**src/hw/servo_dout_pkg.sv**
```systemverilog
package servo_dout_pkg;

  // System clock and slow tick
  localparam int unsigned CLK_HZ = 10_000_000;
  localparam int unsigned TICK_US = 1000;
  localparam int unsigned TICK_CYCLES = CLK_HZ / 1_000_000 * TICK_US;

  // Bus widths
  localparam int unsigned ADDR_W = 8;
  localparam int unsigned DATA_W = 32;
  localparam int unsigned SLOTS = 5;
  localparam int unsigned CODE_W = 4;
  localparam int unsigned FUNCS = 12;
  localparam int unsigned IRQ_W = 6;

  // Register byte offsets
  localparam logic [7:0] OFS_ZERO_SPEED = 8'h00;
  localparam logic [7:0] OFS_TARGET_SPEED = 8'h04;
  localparam logic [7:0] OFS_POS_TOL = 8'h08;
  localparam logic [7:0] OFS_OVL_LEVEL = 8'h0C;
  localparam logic [7:0] OFS_OVL_TIME = 8'h10;
  localparam logic [7:0] OFS_CMD_DELAY = 8'h14;
  localparam logic [7:0] OFS_BRAKE_ON = 8'h18;
  localparam logic [7:0] OFS_BRAKE_OFF = 8'h1C;
  localparam logic [7:0] OFS_SLOT_SEL = 8'h20;
  localparam logic [7:0] OFS_FUNC_STATE = 8'h24;
  localparam logic [7:0] OFS_IRQ_STATUS = 8'h28;
  localparam logic [7:0] OFS_IRQ_MASK = 8'h2C;
  localparam logic [7:0] OFS_PINS = 8'h30;

  // Reset values
  localparam logic [15:0] RST_ZERO_SPEED = 16'h000A;
  localparam logic [15:0] RST_TARGET_SPEED = 16'h0BB8;
  localparam logic [15:0] RST_POS_TOL = 16'h0063;
  localparam logic [7:0] RST_OVL_LEVEL = 8'h3C;
  localparam logic [15:0] RST_OVL_TIME = 16'h1F40;
  localparam logic [15:0] RST_CMD_DELAY = 16'h0000;
  localparam logic [15:0] RST_BRAKE_ON = 16'h0000;
  localparam logic [15:0] RST_BRAKE_OFF = 16'h0000;
  localparam logic [19:0] RST_SLOT_SEL = 20'h00000;

  // Output function codes
  localparam logic [3:0] FN_OFF = 4'h0;
  localparam logic [3:0] FN_LAST = 4'hC;

  // Interrupt bit positions
  localparam int unsigned IRQ_FAULT = 0;
  localparam int unsigned IRQ_WARN = 1;
  localparam int unsigned IRQ_OVL_WARN = 2;
  localparam int unsigned IRQ_OVL_ALARM = 3;
  localparam int unsigned IRQ_HOME = 4;
  localparam int unsigned IRQ_CMD_DONE = 5;

  // Bus responses
  localparam logic [1:0] RESP_OKAY = 2'h0;
  localparam logic [1:0] RESP_SLVERR = 2'h2;

endpackage

```
**src/hw/servo_status_output_mapper.sv**
```systemverilog
// Register access over AXI4-Lite and the register addresses were chosen for this implementation.
`timescale 1ns/100ps
// Operation
// - Code 1: ready and no fault or alarm
// - Code 2: high while control power present
// - Code 3: speed at or below zero range
// - Code 4: speed has reached target speed
// - Code 5: pulse mode error within tolerance
// - Internal mode: position within plus-minus tolerance
// - Code 6: parameter or analog torque limit reached
// - Code 7: any fault; warning leads listed faults
// - Code 11: limits, stop, comm, undervoltage warning
// - Code 8: brake release timed by delays
// - Code 9: home sensor seen, conditions met
// - Code 10: overload beyond scaled permissible time
// - Full overload time raises alarm and fault
// - Code 12: internal command done after delay
// - Slot code zero disables that output
module servo_status_output_mapper
  import servo_dout_pkg::*;
#(
  parameter int unsigned TICK_PERIOD = TICK_CYCLES
)
(
  input wire logic aclk,
  input wire logic aresetn,
  // AXI4-Lite slave
  input wire logic [ADDR_W-1:0] s_axi_awaddr,
  input wire logic s_axi_awvalid,
  output logic s_axi_awready,
  input wire logic [DATA_W-1:0] s_axi_wdata,
  input wire logic [3:0] s_axi_wstrb,
  input wire logic s_axi_wvalid,
  output logic s_axi_wready,
  output logic [1:0] s_axi_bresp,
  output logic s_axi_bvalid,
  input wire logic s_axi_bready,
  input wire logic [ADDR_W-1:0] s_axi_araddr,
  input wire logic s_axi_arvalid,
  output logic s_axi_arready,
  output logic [DATA_W-1:0] s_axi_rdata,
  output logic [1:0] s_axi_rresp,
  output logic s_axi_rvalid,
  input wire logic s_axi_rready,
  // Drive state from internal logic
  input wire logic drive_ready,
  input wire logic control_power,
  input wire logic [15:0] motor_speed,
  input wire logic external_pulse_mode,
  input wire logic internal_position_mode,
  input wire logic [15:0] pulse_error,
  input wire logic signed [31:0] position_offset,
  input wire logic torque_param_limit_hit,
  input wire logic torque_analog_limit_hit,
  input wire logic other_fault,
  input wire logic [4:0] warn_conditions,
  input wire logic servo_on,
  input wire logic home_sensor_pin,
  input wire logic homing_conditions_met,
  input wire logic motor_overloaded,
  input wire logic internal_cmd_finished,
  // Outputs
  output logic [SLOTS-1:0] output_slots,
  output logic overload_alarm_code,
  output logic irq
);

  // Configuration registers
  logic [15:0] zero_speed_range; // Zero speed band, r/min
  logic [15:0] target_speed_setting; // Target speed, r/min
  logic [15:0] position_tolerance; // Position band, pulses
  logic [7:0] overload_warn_level; // Percent of permissible time
  logic [15:0] overload_time; // Permissible overload time, ticks
  logic [15:0] cmd_done_delay; // Command done delay, ticks
  logic [15:0] brake_on_delay; // Servo on to brake release, ticks
  logic [15:0] brake_off_delay; // Servo off to brake engage, ticks
  logic [19:0] slot_select; // Five 4-bit function codes
  logic [IRQ_W-1:0] irq_status; // Sticky event bits
  logic [IRQ_W-1:0] irq_mask; // Enables onto irq

  // Status functions, bit n is code n
  logic [FUNCS:1] func_state;

  // Select one function by code; zero and unused codes read low
  function automatic logic pick(input logic [3:0] code, input logic [FUNCS:1] f);
    logic hit;
    hit = 1'b0;
    if (code != FN_OFF && code <= FN_LAST)
      hit = f[code];
    return hit;
  endfunction

  // Millisecond enable
  logic tick;
  tick_divider #(.PERIOD(TICK_PERIOD)) u_tick
  (
    .aclk(aclk),
    .aresetn(aresetn),
    .tick(tick)
  );

  // Home sensor pin synchroniser
  logic home_meta;
  logic home_sync;
  always_ff @(posedge aclk)
  begin
    if (!aresetn)
    begin
      home_meta <= 1'b0;
      home_sync <= 1'b0;
    end
    else
    begin
      home_meta <= home_sensor_pin;
      home_sync <= home_meta;
    end
  end

  // Warning and fault chain
  wire warning_now = |warn_conditions;
  logic warn_seen; // Warning delayed one cycle
  logic overload_alarm; // Sticky until overload ends
  wire fault_now = other_fault | warn_seen | overload_alarm;
  wire ready_now = drive_ready & ~fault_now & ~warning_now;

  // Warning-class faults reach the fault output one cycle after warning
  always_ff @(posedge aclk)
  begin
    if (!aresetn)
      warn_seen <= 1'b0;
    else
      warn_seen <= warning_now;
  end

  // Position completed, by mode
  wire [31:0] offset_mag = position_offset[31] ? 32'(-position_offset) : 32'(position_offset);
  wire pulse_in_band = (pulse_error <= position_tolerance);
  wire internal_in_band = (offset_mag <= {16'h0000, position_tolerance});
  wire position_done = (external_pulse_mode & pulse_in_band)
    | (internal_position_mode & internal_in_band);

  // Overload time accounting in ticks
  logic [15:0] overload_count; // Continuous overload ticks
  wire [31:0] scaled_count = 32'(overload_count) * 32'h00000064;
  wire [31:0] warn_limit = 32'(overload_time) * 32'(overload_warn_level);
  wire overload_warning = motor_overloaded && (scaled_count > warn_limit);
  wire overload_full = motor_overloaded && (overload_count > overload_time);

  // Count while overloaded, restart when load drops
  always_ff @(posedge aclk)
  begin
    if (!aresetn)
      overload_count <= 16'h0000;
    else if (!motor_overloaded)
      overload_count <= 16'h0000;
    else if (tick && overload_count != 16'hFFFF)
      overload_count <= overload_count + 16'h0001;
  end

  // Alarm holds until overload condition clears
  always_ff @(posedge aclk)
  begin
    if (!aresetn)
      overload_alarm <= 1'b0;
    else if (overload_full)
      overload_alarm <= 1'b1;
    else if (!motor_overloaded)
      overload_alarm <= 1'b0;
  end

  // Internal command done after delay
  logic cmd_done;
  hold_timer u_cmd_timer
  (
    .aclk(aclk),
    .aresetn(aresetn),
    .tick(tick),
    .level(internal_cmd_finished),
    .delay(cmd_done_delay),
    .done(cmd_done)
  );

  // Brake release timing
  logic brake_on_done;
  logic brake_off_done;
  logic brake_release; // High while brake is released
  hold_timer u_brake_on
  (
    .aclk(aclk),
    .aresetn(aresetn),
    .tick(tick),
    .level(servo_on),
    .delay(brake_on_delay),
    .done(brake_on_done)
  );
  hold_timer u_brake_off
  (
    .aclk(aclk),
    .aresetn(aresetn),
    .tick(tick),
    .level(!servo_on),
    .delay(brake_off_delay),
    .done(brake_off_done)
  );

  // Release after on delay, engage after off delay
  always_ff @(posedge aclk)
  begin
    if (!aresetn)
      brake_release <= 1'b0;
    else if (brake_on_done)
      brake_release <= 1'b1;
    else if (brake_off_done)
      brake_release <= 1'b0;
  end

  // Homing completed
  wire homing_done = home_sync & homing_conditions_met;

  // Gather status functions by code
  always_comb
  begin
    func_state = '0;
    func_state[1] = ready_now;
    func_state[2] = control_power;
    func_state[3] = (motor_speed <= zero_speed_range);
    func_state[4] = (motor_speed >= target_speed_setting);
    func_state[5] = position_done;
    func_state[6] = torque_param_limit_hit | torque_analog_limit_hit;
    func_state[7] = fault_now;
    func_state[8] = brake_release;
    func_state[9] = homing_done;
    func_state[10] = overload_warning;
    func_state[11] = warning_now;
    func_state[12] = cmd_done;
  end

  // Register the selected function onto each slot
  generate
    for (genvar s = 0; s < SLOTS; s++)
    begin : g_slot
      wire [3:0] code = slot_select[s*CODE_W +: CODE_W];
      always_ff @(posedge aclk)
      begin
        if (!aresetn)
          output_slots[s] <= 1'b0;
        else
          output_slots[s] <= pick(code, func_state);
      end
    end
  endgenerate

  // Alarm indication for display logic
  always_ff @(posedge aclk)
  begin
    if (!aresetn)
      overload_alarm_code <= 1'b0;
    else
      overload_alarm_code <= overload_alarm;
  end

  // Interrupt events on rising edges
  logic [IRQ_W-1:0] event_level;
  logic [IRQ_W-1:0] event_prev;
  assign event_level = {cmd_done, homing_done, overload_alarm,
    overload_warning, warning_now, fault_now};
  wire [IRQ_W-1:0] event_rise = event_level & ~event_prev;

  // AXI write path
  logic [ADDR_W-1:0] aw_addr; // Held write address
  logic aw_held;
  logic [DATA_W-1:0] w_data; // Held write data
  logic [3:0] w_strb;
  logic w_held;
  assign s_axi_awready = !aw_held && !s_axi_bvalid;
  assign s_axi_wready = !w_held && !s_axi_bvalid;
  wire do_write = aw_held && w_held && !s_axi_bvalid;
  wire [7:0] wa = aw_addr;
  wire wr_zero = do_write && (wa == OFS_ZERO_SPEED);
  wire wr_target = do_write && (wa == OFS_TARGET_SPEED);
  wire wr_tol = do_write && (wa == OFS_POS_TOL);
  wire wr_level = do_write && (wa == OFS_OVL_LEVEL);
  wire wr_otime = do_write && (wa == OFS_OVL_TIME);
  wire wr_cdelay = do_write && (wa == OFS_CMD_DELAY);
  wire wr_bon = do_write && (wa == OFS_BRAKE_ON);
  wire wr_boff = do_write && (wa == OFS_BRAKE_OFF);
  wire wr_slot = do_write && (wa == OFS_SLOT_SEL);
  wire wr_istat = do_write && (wa == OFS_IRQ_STATUS);
  wire wr_imask = do_write && (wa == OFS_IRQ_MASK);
  wire wr_ro = (wa == OFS_FUNC_STATE) || (wa == OFS_PINS);
  wire wr_hit = wr_zero | wr_target | wr_tol | wr_level | wr_otime | wr_cdelay
    | wr_bon | wr_boff | wr_slot | wr_istat | wr_imask;
  wire [31:0] wmask = {{8{w_strb[3]}}, {8{w_strb[2]}}, {8{w_strb[1]}}, {8{w_strb[0]}}};
  wire [31:0] wbits = w_data & wmask;

  // Capture address and data in either order, answer after both
  always_ff @(posedge aclk)
  begin
    if (!aresetn)
    begin
      aw_held <= 1'b0;
      w_held <= 1'b0;
      aw_addr <= 8'h00;
      w_data <= 32'h00000000;
      w_strb <= 4'h0;
      s_axi_bvalid <= 1'b0;
      s_axi_bresp <= RESP_OKAY;
    end
    else
    begin
      if (s_axi_awvalid && s_axi_awready)
      begin
        aw_held <= 1'b1;
        aw_addr <= s_axi_awaddr;
      end
      if (s_axi_wvalid && s_axi_wready)
      begin
        w_held <= 1'b1;
        w_data <= s_axi_wdata;
        w_strb <= s_axi_wstrb;
      end
      if (do_write)
      begin
        aw_held <= 1'b0;
        w_held <= 1'b0;
        s_axi_bvalid <= 1'b1;
        s_axi_bresp <= (wr_hit || wr_ro) ? RESP_OKAY : RESP_SLVERR;
      end
      else if (s_axi_bvalid && s_axi_bready)
        s_axi_bvalid <= 1'b0;
    end
  end

  // Configuration register writes
  always_ff @(posedge aclk)
  begin
    if (!aresetn)
    begin
      zero_speed_range <= RST_ZERO_SPEED;
      target_speed_setting <= RST_TARGET_SPEED;
      position_tolerance <= RST_POS_TOL;
      overload_warn_level <= RST_OVL_LEVEL;
      overload_time <= RST_OVL_TIME;
      cmd_done_delay <= RST_CMD_DELAY;
      brake_on_delay <= RST_BRAKE_ON;
      brake_off_delay <= RST_BRAKE_OFF;
      slot_select <= RST_SLOT_SEL;
      irq_mask <= '0;
    end
    else
    begin
      // Lanes without a strobe keep their old bits
      if (wr_zero) zero_speed_range <= (zero_speed_range & ~wmask[15:0]) | wbits[15:0];
      if (wr_target)
        target_speed_setting <= (target_speed_setting & ~wmask[15:0]) | wbits[15:0];
      if (wr_tol) position_tolerance <= (position_tolerance & ~wmask[15:0]) | wbits[15:0];
      if (wr_level)
        overload_warn_level <= (overload_warn_level & ~wmask[7:0]) | wbits[7:0];
      if (wr_otime) overload_time <= (overload_time & ~wmask[15:0]) | wbits[15:0];
      if (wr_cdelay) cmd_done_delay <= (cmd_done_delay & ~wmask[15:0]) | wbits[15:0];
      if (wr_bon) brake_on_delay <= (brake_on_delay & ~wmask[15:0]) | wbits[15:0];
      if (wr_boff) brake_off_delay <= (brake_off_delay & ~wmask[15:0]) | wbits[15:0];
      if (wr_slot) slot_select <= (slot_select & ~wmask[19:0]) | wbits[19:0];
      if (wr_imask) irq_mask <= (irq_mask & ~wmask[IRQ_W-1:0]) | wbits[IRQ_W-1:0];
    end
  end

  // Sticky status: new event wins over write-one-to-clear
  wire [IRQ_W-1:0] irq_clear = wr_istat ? wbits[IRQ_W-1:0] : '0;
  always_ff @(posedge aclk)
  begin
    if (!aresetn)
    begin
      irq_status <= '0;
      event_prev <= '0;
      irq <= 1'b0;
    end
    else
    begin
      event_prev <= event_level;
      irq_status <= (irq_status & ~irq_clear) | event_rise;
      irq <= |(irq_status & irq_mask);
    end
  end

  // AXI read path, data one cycle after address
  wire [7:0] ra = s_axi_araddr;
  wire [31:0] rd_word =
    (ra == OFS_ZERO_SPEED) ? 32'(zero_speed_range) :
    (ra == OFS_TARGET_SPEED) ? 32'(target_speed_setting) :
    (ra == OFS_POS_TOL) ? 32'(position_tolerance) :
    (ra == OFS_OVL_LEVEL) ? 32'(overload_warn_level) :
    (ra == OFS_OVL_TIME) ? 32'(overload_time) :
    (ra == OFS_CMD_DELAY) ? 32'(cmd_done_delay) :
    (ra == OFS_BRAKE_ON) ? 32'(brake_on_delay) :
    (ra == OFS_BRAKE_OFF) ? 32'(brake_off_delay) :
    (ra == OFS_SLOT_SEL) ? 32'(slot_select) :
    (ra == OFS_FUNC_STATE) ? 32'({func_state, 1'b0}) :
    (ra == OFS_IRQ_STATUS) ? 32'(irq_status) :
    (ra == OFS_IRQ_MASK) ? 32'(irq_mask) :
    (ra == OFS_PINS) ? 32'(output_slots) : 32'h00000000;
  wire rd_hit = (ra <= OFS_PINS) && (ra[1:0] == 2'h0);
  assign s_axi_arready = !s_axi_rvalid;

  // Latch read answer and hold until taken
  always_ff @(posedge aclk)
  begin
    if (!aresetn)
    begin
      s_axi_rvalid <= 1'b0;
      s_axi_rdata <= 32'h00000000;
      s_axi_rresp <= RESP_OKAY;
    end
    else if (s_axi_arvalid && s_axi_arready)
    begin
      s_axi_rvalid <= 1'b1;
      s_axi_rdata <= rd_word;
      s_axi_rresp <= rd_hit ? RESP_OKAY : RESP_SLVERR;
    end
    else if (s_axi_rvalid && s_axi_rready)
      s_axi_rvalid <= 1'b0;
  end

endmodule

```
**src/hw/tick_divider.sv**
```systemverilog
`timescale 1ns/100ps
// One-cycle enable every PERIOD clocks
module tick_divider
#(
  parameter int unsigned PERIOD = 10000
)
(
  input wire logic aclk,
  input wire logic aresetn,
  output logic tick
);

  logic [31:0] count; // Cycles since last tick
  wire last = (count == 32'(PERIOD - 1));

  // Free-running counter, wraps at the period
  always_ff @(posedge aclk)
  begin
    if (!aresetn)
    begin
      count <= 32'h00000000;
      tick <= 1'b0;
    end
    else
    begin
      count <= last ? 32'h00000000 : count + 32'h00000001;
      tick <= last;
    end
  end

endmodule

```
**src/hw/hold_timer.sv**
```systemverilog
`timescale 1ns/100ps
// Output rises once the input has stayed high for delay ticks
module hold_timer
(
  input wire logic aclk,
  input wire logic aresetn,
  input wire logic tick,
  input wire logic level,
  input wire logic [15:0] delay,
  output logic done
);

  logic [15:0] elapsed; // Ticks seen while level is high
  wire reached = (elapsed >= delay);

  // Count ticks while held, restart when the input drops
  always_ff @(posedge aclk)
  begin
    if (!aresetn)
    begin
      elapsed <= 16'h0000;
      done <= 1'b0;
    end
    else if (!level)
    begin
      elapsed <= 16'h0000;
      done <= 1'b0;
    end
    else
    begin
      if (tick && !reached)
        elapsed <= elapsed + 16'h0001;
      done <= reached;
    end
  end

endmodule

```
**config.mk**
```make
export PLATFORM = sky130hd
export DESIGN_NAME = servo_status_output_mapper
export DESIGN_NICKNAME = d
export VERILOG_FILES = /design/src/hw/servo_dout_pkg.sv /design/src/hw/servo_status_output_mapper.sv /design/src/hw/tick_divider.sv /design/src/hw/hold_timer.sv
export SDC_FILE = /design/constraint.sdc
export NUM_CORES = 1
export LEC_CHECK = 0
export BUFFER_PORTS_ARGS = -buffer_cell sky130_fd_sc_hd__buf_2
export CAP_MARGIN = 15
export CORE_MARGIN = 10
export CORE_UTILIZATION = 67
export CTS_CLUSTER_DIAMETER = 120
export DETAILED_ROUTE_END_ITERATION = 10
export PLACE_DENSITY = 0.88
export SYNTH_ARGS = -nofsm -noshare
export SYNTH_HDL_FRONTEND = slang
export SYNTH_SLANG_ARGS = --single-unit
```
**constraint.sdc**
```tcl
create_clock -name aclk -period 11.1 [get_ports aclk]
set_clock_uncertainty 0.1 [all_clocks]
set_input_delay 1.665 -clock aclk [delete_from_list [all_inputs] [get_ports aclk]]
set_output_delay 1.665 -clock aclk [all_outputs]
set_load 0.05 [all_outputs]
```
# == After elaboration in Yosys (flattened, before gate mapping) ==
# Cells that the tools add are included.
# W data, S select, Z words.
# totals
word_cells,251
register_bits,341
out_inout_bits,48
# op_classes
bitwise_logic,53
n_mux,35
n_eq_ne,27
n_lt_le_gt_ge,20
mul,2
n_reduce_logical,65
addsub,6
# ops
op,count
$mux W20,9
$and A16 B16 Y16,7
$or A16 B16 Y16,7
$eq A8 B6 Y1 const B,10
$add A16 B1 Y16 const B,4
$eq A8 B5 Y1 const B,8
$ge A16 B16 Y1,4
$and A20 B20 Y20,2
$add A32 B1 Y32 const B,1
$eq A32 B14 Y1 const B,1
$eq A8 B4 Y1 const B,4
$le A16 B16 Y1,2
$le A32 B16 Y1,1
$logic_and A1 B1 Y1,32
$mux W32,1
$neg A32 Y32,1
$lt A4 B5 Y1 const B,5
$and A6 B6 Y6,4
$gt A23 B24 Y1,1
$mul A16 B8 Y24,1
$mul A16 B5 Y21 const B,1
$bmux W1 S4,5
$le A4 B4 Y1 const B,5
$not A20 Y20,1
other kinds (30),91

# == Depth between registers and ports, before layout ==
# depth
depth_word,15
depth_mapped,29

# == Hierarchy ==
# A second synthesis with hierarchy kept.
# hier_totals
cells_unflattened,3001
hier_area_um2,24599.8
# modules_own_cells
mod,cells_per_inst,n_inst,seq_area_each_um2,area_per_inst_um2
servo_status_output_mapper,2353,1,4824.6,19278.5
hold_timer,152,3,340.3,1241.2
tick_divider,192,1,660.6,1597.8

# == Worst setup path before layout ==
# OpenSTA, ideal clock, no wires.
# synth_timing
path_kind,reg2reg
start,register (tool-made name)
end,register output_slots[0]
synth_period_minus_slack_ps,6545
setup_slack_ps,4555
setup_ps,130
arrival_ps,6316
stages_incl_launch_ff,26
path_buffers,1
cell_sequence,dfxtp_1 > clkbuf_1 > nand2_1 > fa_1 > fa_1 > inv_1 > fa_1 > inv_1 > fa_1 > inv_1 > ha_1 > or4_1 > o22ai_1 > o21a_1 > a21oi_1 > a311o_1 > a21oi_1 > a21oi_1 > xnor2_1 > ha_1 > a211o_1 > a31oi_1 > nor3_1 > and2_1 > a2111oi_0 > o22ai_1
# synth_rtl
item,line_no,source
end signal: indexed assignment,servo_status_output_mapper.sv:248,"output_slots[s] <= pick(code, func_state);"
end: declaration,servo_status_output_mapper.sv:63,"output logic [SLOTS-1:0] output_slots,"

==> flow_metrics.py <==
metrics = {
    "logic_synthesis": {
        "synthFlopType": "dfxtp_1",
        "synth_cells": 2959,
        "synth_cell_type_count": 76,
        "ys_ff_latch": 325,
        "ys_seq_area_frac": 0.269,
        "async_flop_share": 0,
        "ys_warn_count": 0,
        "synth_edf_count": 0,
        "syn-cell-area_um2": 24200,
        "syn_area_per_cell_um2": 8.17,
    },
    "route": {
        "ant_nets": 0,
        "wl_um": 72600,
        "wl_per_cell_um": 20.6,
        "drtPass1Iterations": 6,
        "routed_via_density": 6.32,
        "drtIter0Drc": 2361,
        "post-route-drc-count": 0,
        "dr_total_vias": 22300,
    },
    "global_route": {
        "grt_max_degree": 106,
        "grt_remaining_overflow": 0,
        "antenna_found_initial": 0,
        "grt.total_usage": 0.317,
        "grt_pass1_wl_um": 116000,
        "grt_pass1_vias": 22300,
    },
    "timing": {
        "finalHoldViolCount": 0,
        "fin_crit_sh": 0.730,
        "worst_pin_slew_ns": 1.23,
        "whs_ns": 0.328,
        "layout_min_cycle_time_ns": 8.11,
        "final-setup-viol-count": 0,
        "slew_headroom": 0.174,
        "grt_setup_unrepaired": "false",
        "drv_slew": 0,
        "clock.fmax_mhz": 123,
        "finalSetupTns_ns": 0,
    },
    "cts": {
        "clock_latency_ns": 0.53,
        "cts_tree": "done",
        "root_buffer": "clkbuf_16",
        "post_cts_buffers": 0,
        "numCtsBuffers": 35,
        "cts.sinks": 325,
        "h-tree-depth": 2,
        "clockBufferDepth": 3,
        "clk_pin_slew_ns": 0.07,
        "holdBufCountCts": 0,
        "cts_resized": 0,
    },
    "critical_path": {
        "cp_slowest_stage_delay_ns": 0.77,
        "cpMaxStageDelayCell": "dfxtp_1",
        "arrival_ns": 8.45,
        "critPathLaunchType": "register",
        "timing.critical_path.mode_cell": "fa_1",
        "cp_max_fo": 18,
        "critPathKind": "reg2reg",
        "critPathRequiredTime_ns": 11.45,
        "end_kind": "register",
    },
    "final_layout": {
        "antenna_cells": 0,
        "area_growth_pct": 8.75,
        "fin_nets": 3525,
        "layout_common_cells": "dfxtp_1, nor2_1, inv_1",
        "fin_util": 0.739,
        "layout_commonest_cell": "dfxtp_1",
        "drive_above_1_share": 0.0832,
    },
    "placement": {
        "portBuffers": 160,
        "dp_hpwl_um": 54500,
        "place.gp.congestion": 0.981,
    },
    "die": {
        "initial_core_util": 0.680,
        "die_h_um": 210,
        "core_area_um2": 35600,
        "fp-row-count": 69,
        "die-area_um2": 44100,
        "fp.dieW_um": 210,
        "io_pins": 188,
    },
    "pwr": {
        "power_density_nw_per_um2": 101,
        "ir_worst_vdd_mv": 0.123,
        "leakagePower_nw": 11.4,
    },
    "outcome": {
        "outcome": "finished clean",
    },
    "run": {
        "max_cap_violations": 0,
    },
    "worst_hold_path": {
        "hold_class": "reg2reg",
    },
}
[cells in the mapped netlist, types with 19 or more instances]
library cell  instances  area share
dfxtp_1             325        0.27
nor2_1              316       0.049
inv_1               310       0.048
nand2_1             292       0.045
ha_1                251        0.13
a21oi_1             163       0.034
mux2i_1             140       0.058
and2_1              119       0.031
clkbuf_1            110       0.017
fa_1                 95       0.079
o21ai_0              94       0.019
nand3_1              77       0.016
xnor2_1              60       0.022
nand4_1              54       0.014
xor2_1               53       0.019
nor3_1               45      0.0093
o211ai_1             36       0.011
a21o_1               32      0.0099
nor4_1               25      0.0065
a31oi_1              24      0.0062
nor2b_1              23      0.0060
and3_1               21      0.0054
o21a_1               19      0.0059
[per-layer routing]
metal  wire, um  up-vias  GRT usage
met2      33400     1178      0.525
li1           -    10300          -
met5          0        -          0
met4       3470        0      0.147
met3       7140      233     0.0609
met1      28600    10600      0.393
[worst max-delay path: cells and delay by family, from the launching register on]
family	cells	cell delay [ns]
compound gates	8	1.64
buf+inv	3	0.14
flops	1	0.77
xor+xnor	1	0.11
fa+ha+maj	6	2.66
simple gates	7	2.58
[logic make-up (layout without fill, tap and decap cells)]
kind of cell / Yosys count / in the layout / synth area share
multiplexers: 142 / 142 / 0.0589
buffers and inverters: 450 / 543 / 0.0725
AND/OR/NAND/NOR: 1058 / 1058 / 0.208
adder cells (fa/ha/maj): 347 / 347 / 0.209
flip-flops: 325 / 325 / 0.269
other: 1 / 14 / 0.000155
XOR/XNOR: 113 / 113 / 0.0409
AO/OA/AOI/OAI: 523 / 523 / 0.141
[metrics by stage]
stage	worst slack [ns]	power (mW)	cell area, um^2	instances
after floorplan	4.55	1.38	24200	2972
after global placement	3.30	1.45	25100	3462
after detailed placement	3.12	1.46	25100	3462
after CTS	3.13	2.65	26300	3525
after global routing	2.71	2.73	26300	3526
final	2.99	2.67	26300	3526
[final timing paths]
check	start	to	slack [ns]	depth (start not counted)
setup / recovery	register	output_slots[2]	2.99	25
hold reg to reg	event_prev[2]	irq_status[2]	0.33	1
setup reg to reg	register	output_slots[2]	2.99	25
hold / removal	event_prev[2]	irq_status[2]	0.33	1
[power breakdown]
part	switching, mW	leakage, nW	internal (mW)	total (mW)
registers	0.0371	2.63	1.18	1.22
logic	0.152	8.16	0.0726	0.224
clock network	0.505	0.587	0.717	1.22
[layout make-up]
type	count	area, um^2
multi-input cells	2197	16000
fillers	2622	9280
flip-flops and latches	325	6510
inverters	310	1170
clock buffers	49	1020
repair buffers	170	873
well taps	461	577
clock inverters	14	180
(Power assumes the default switching activity.)
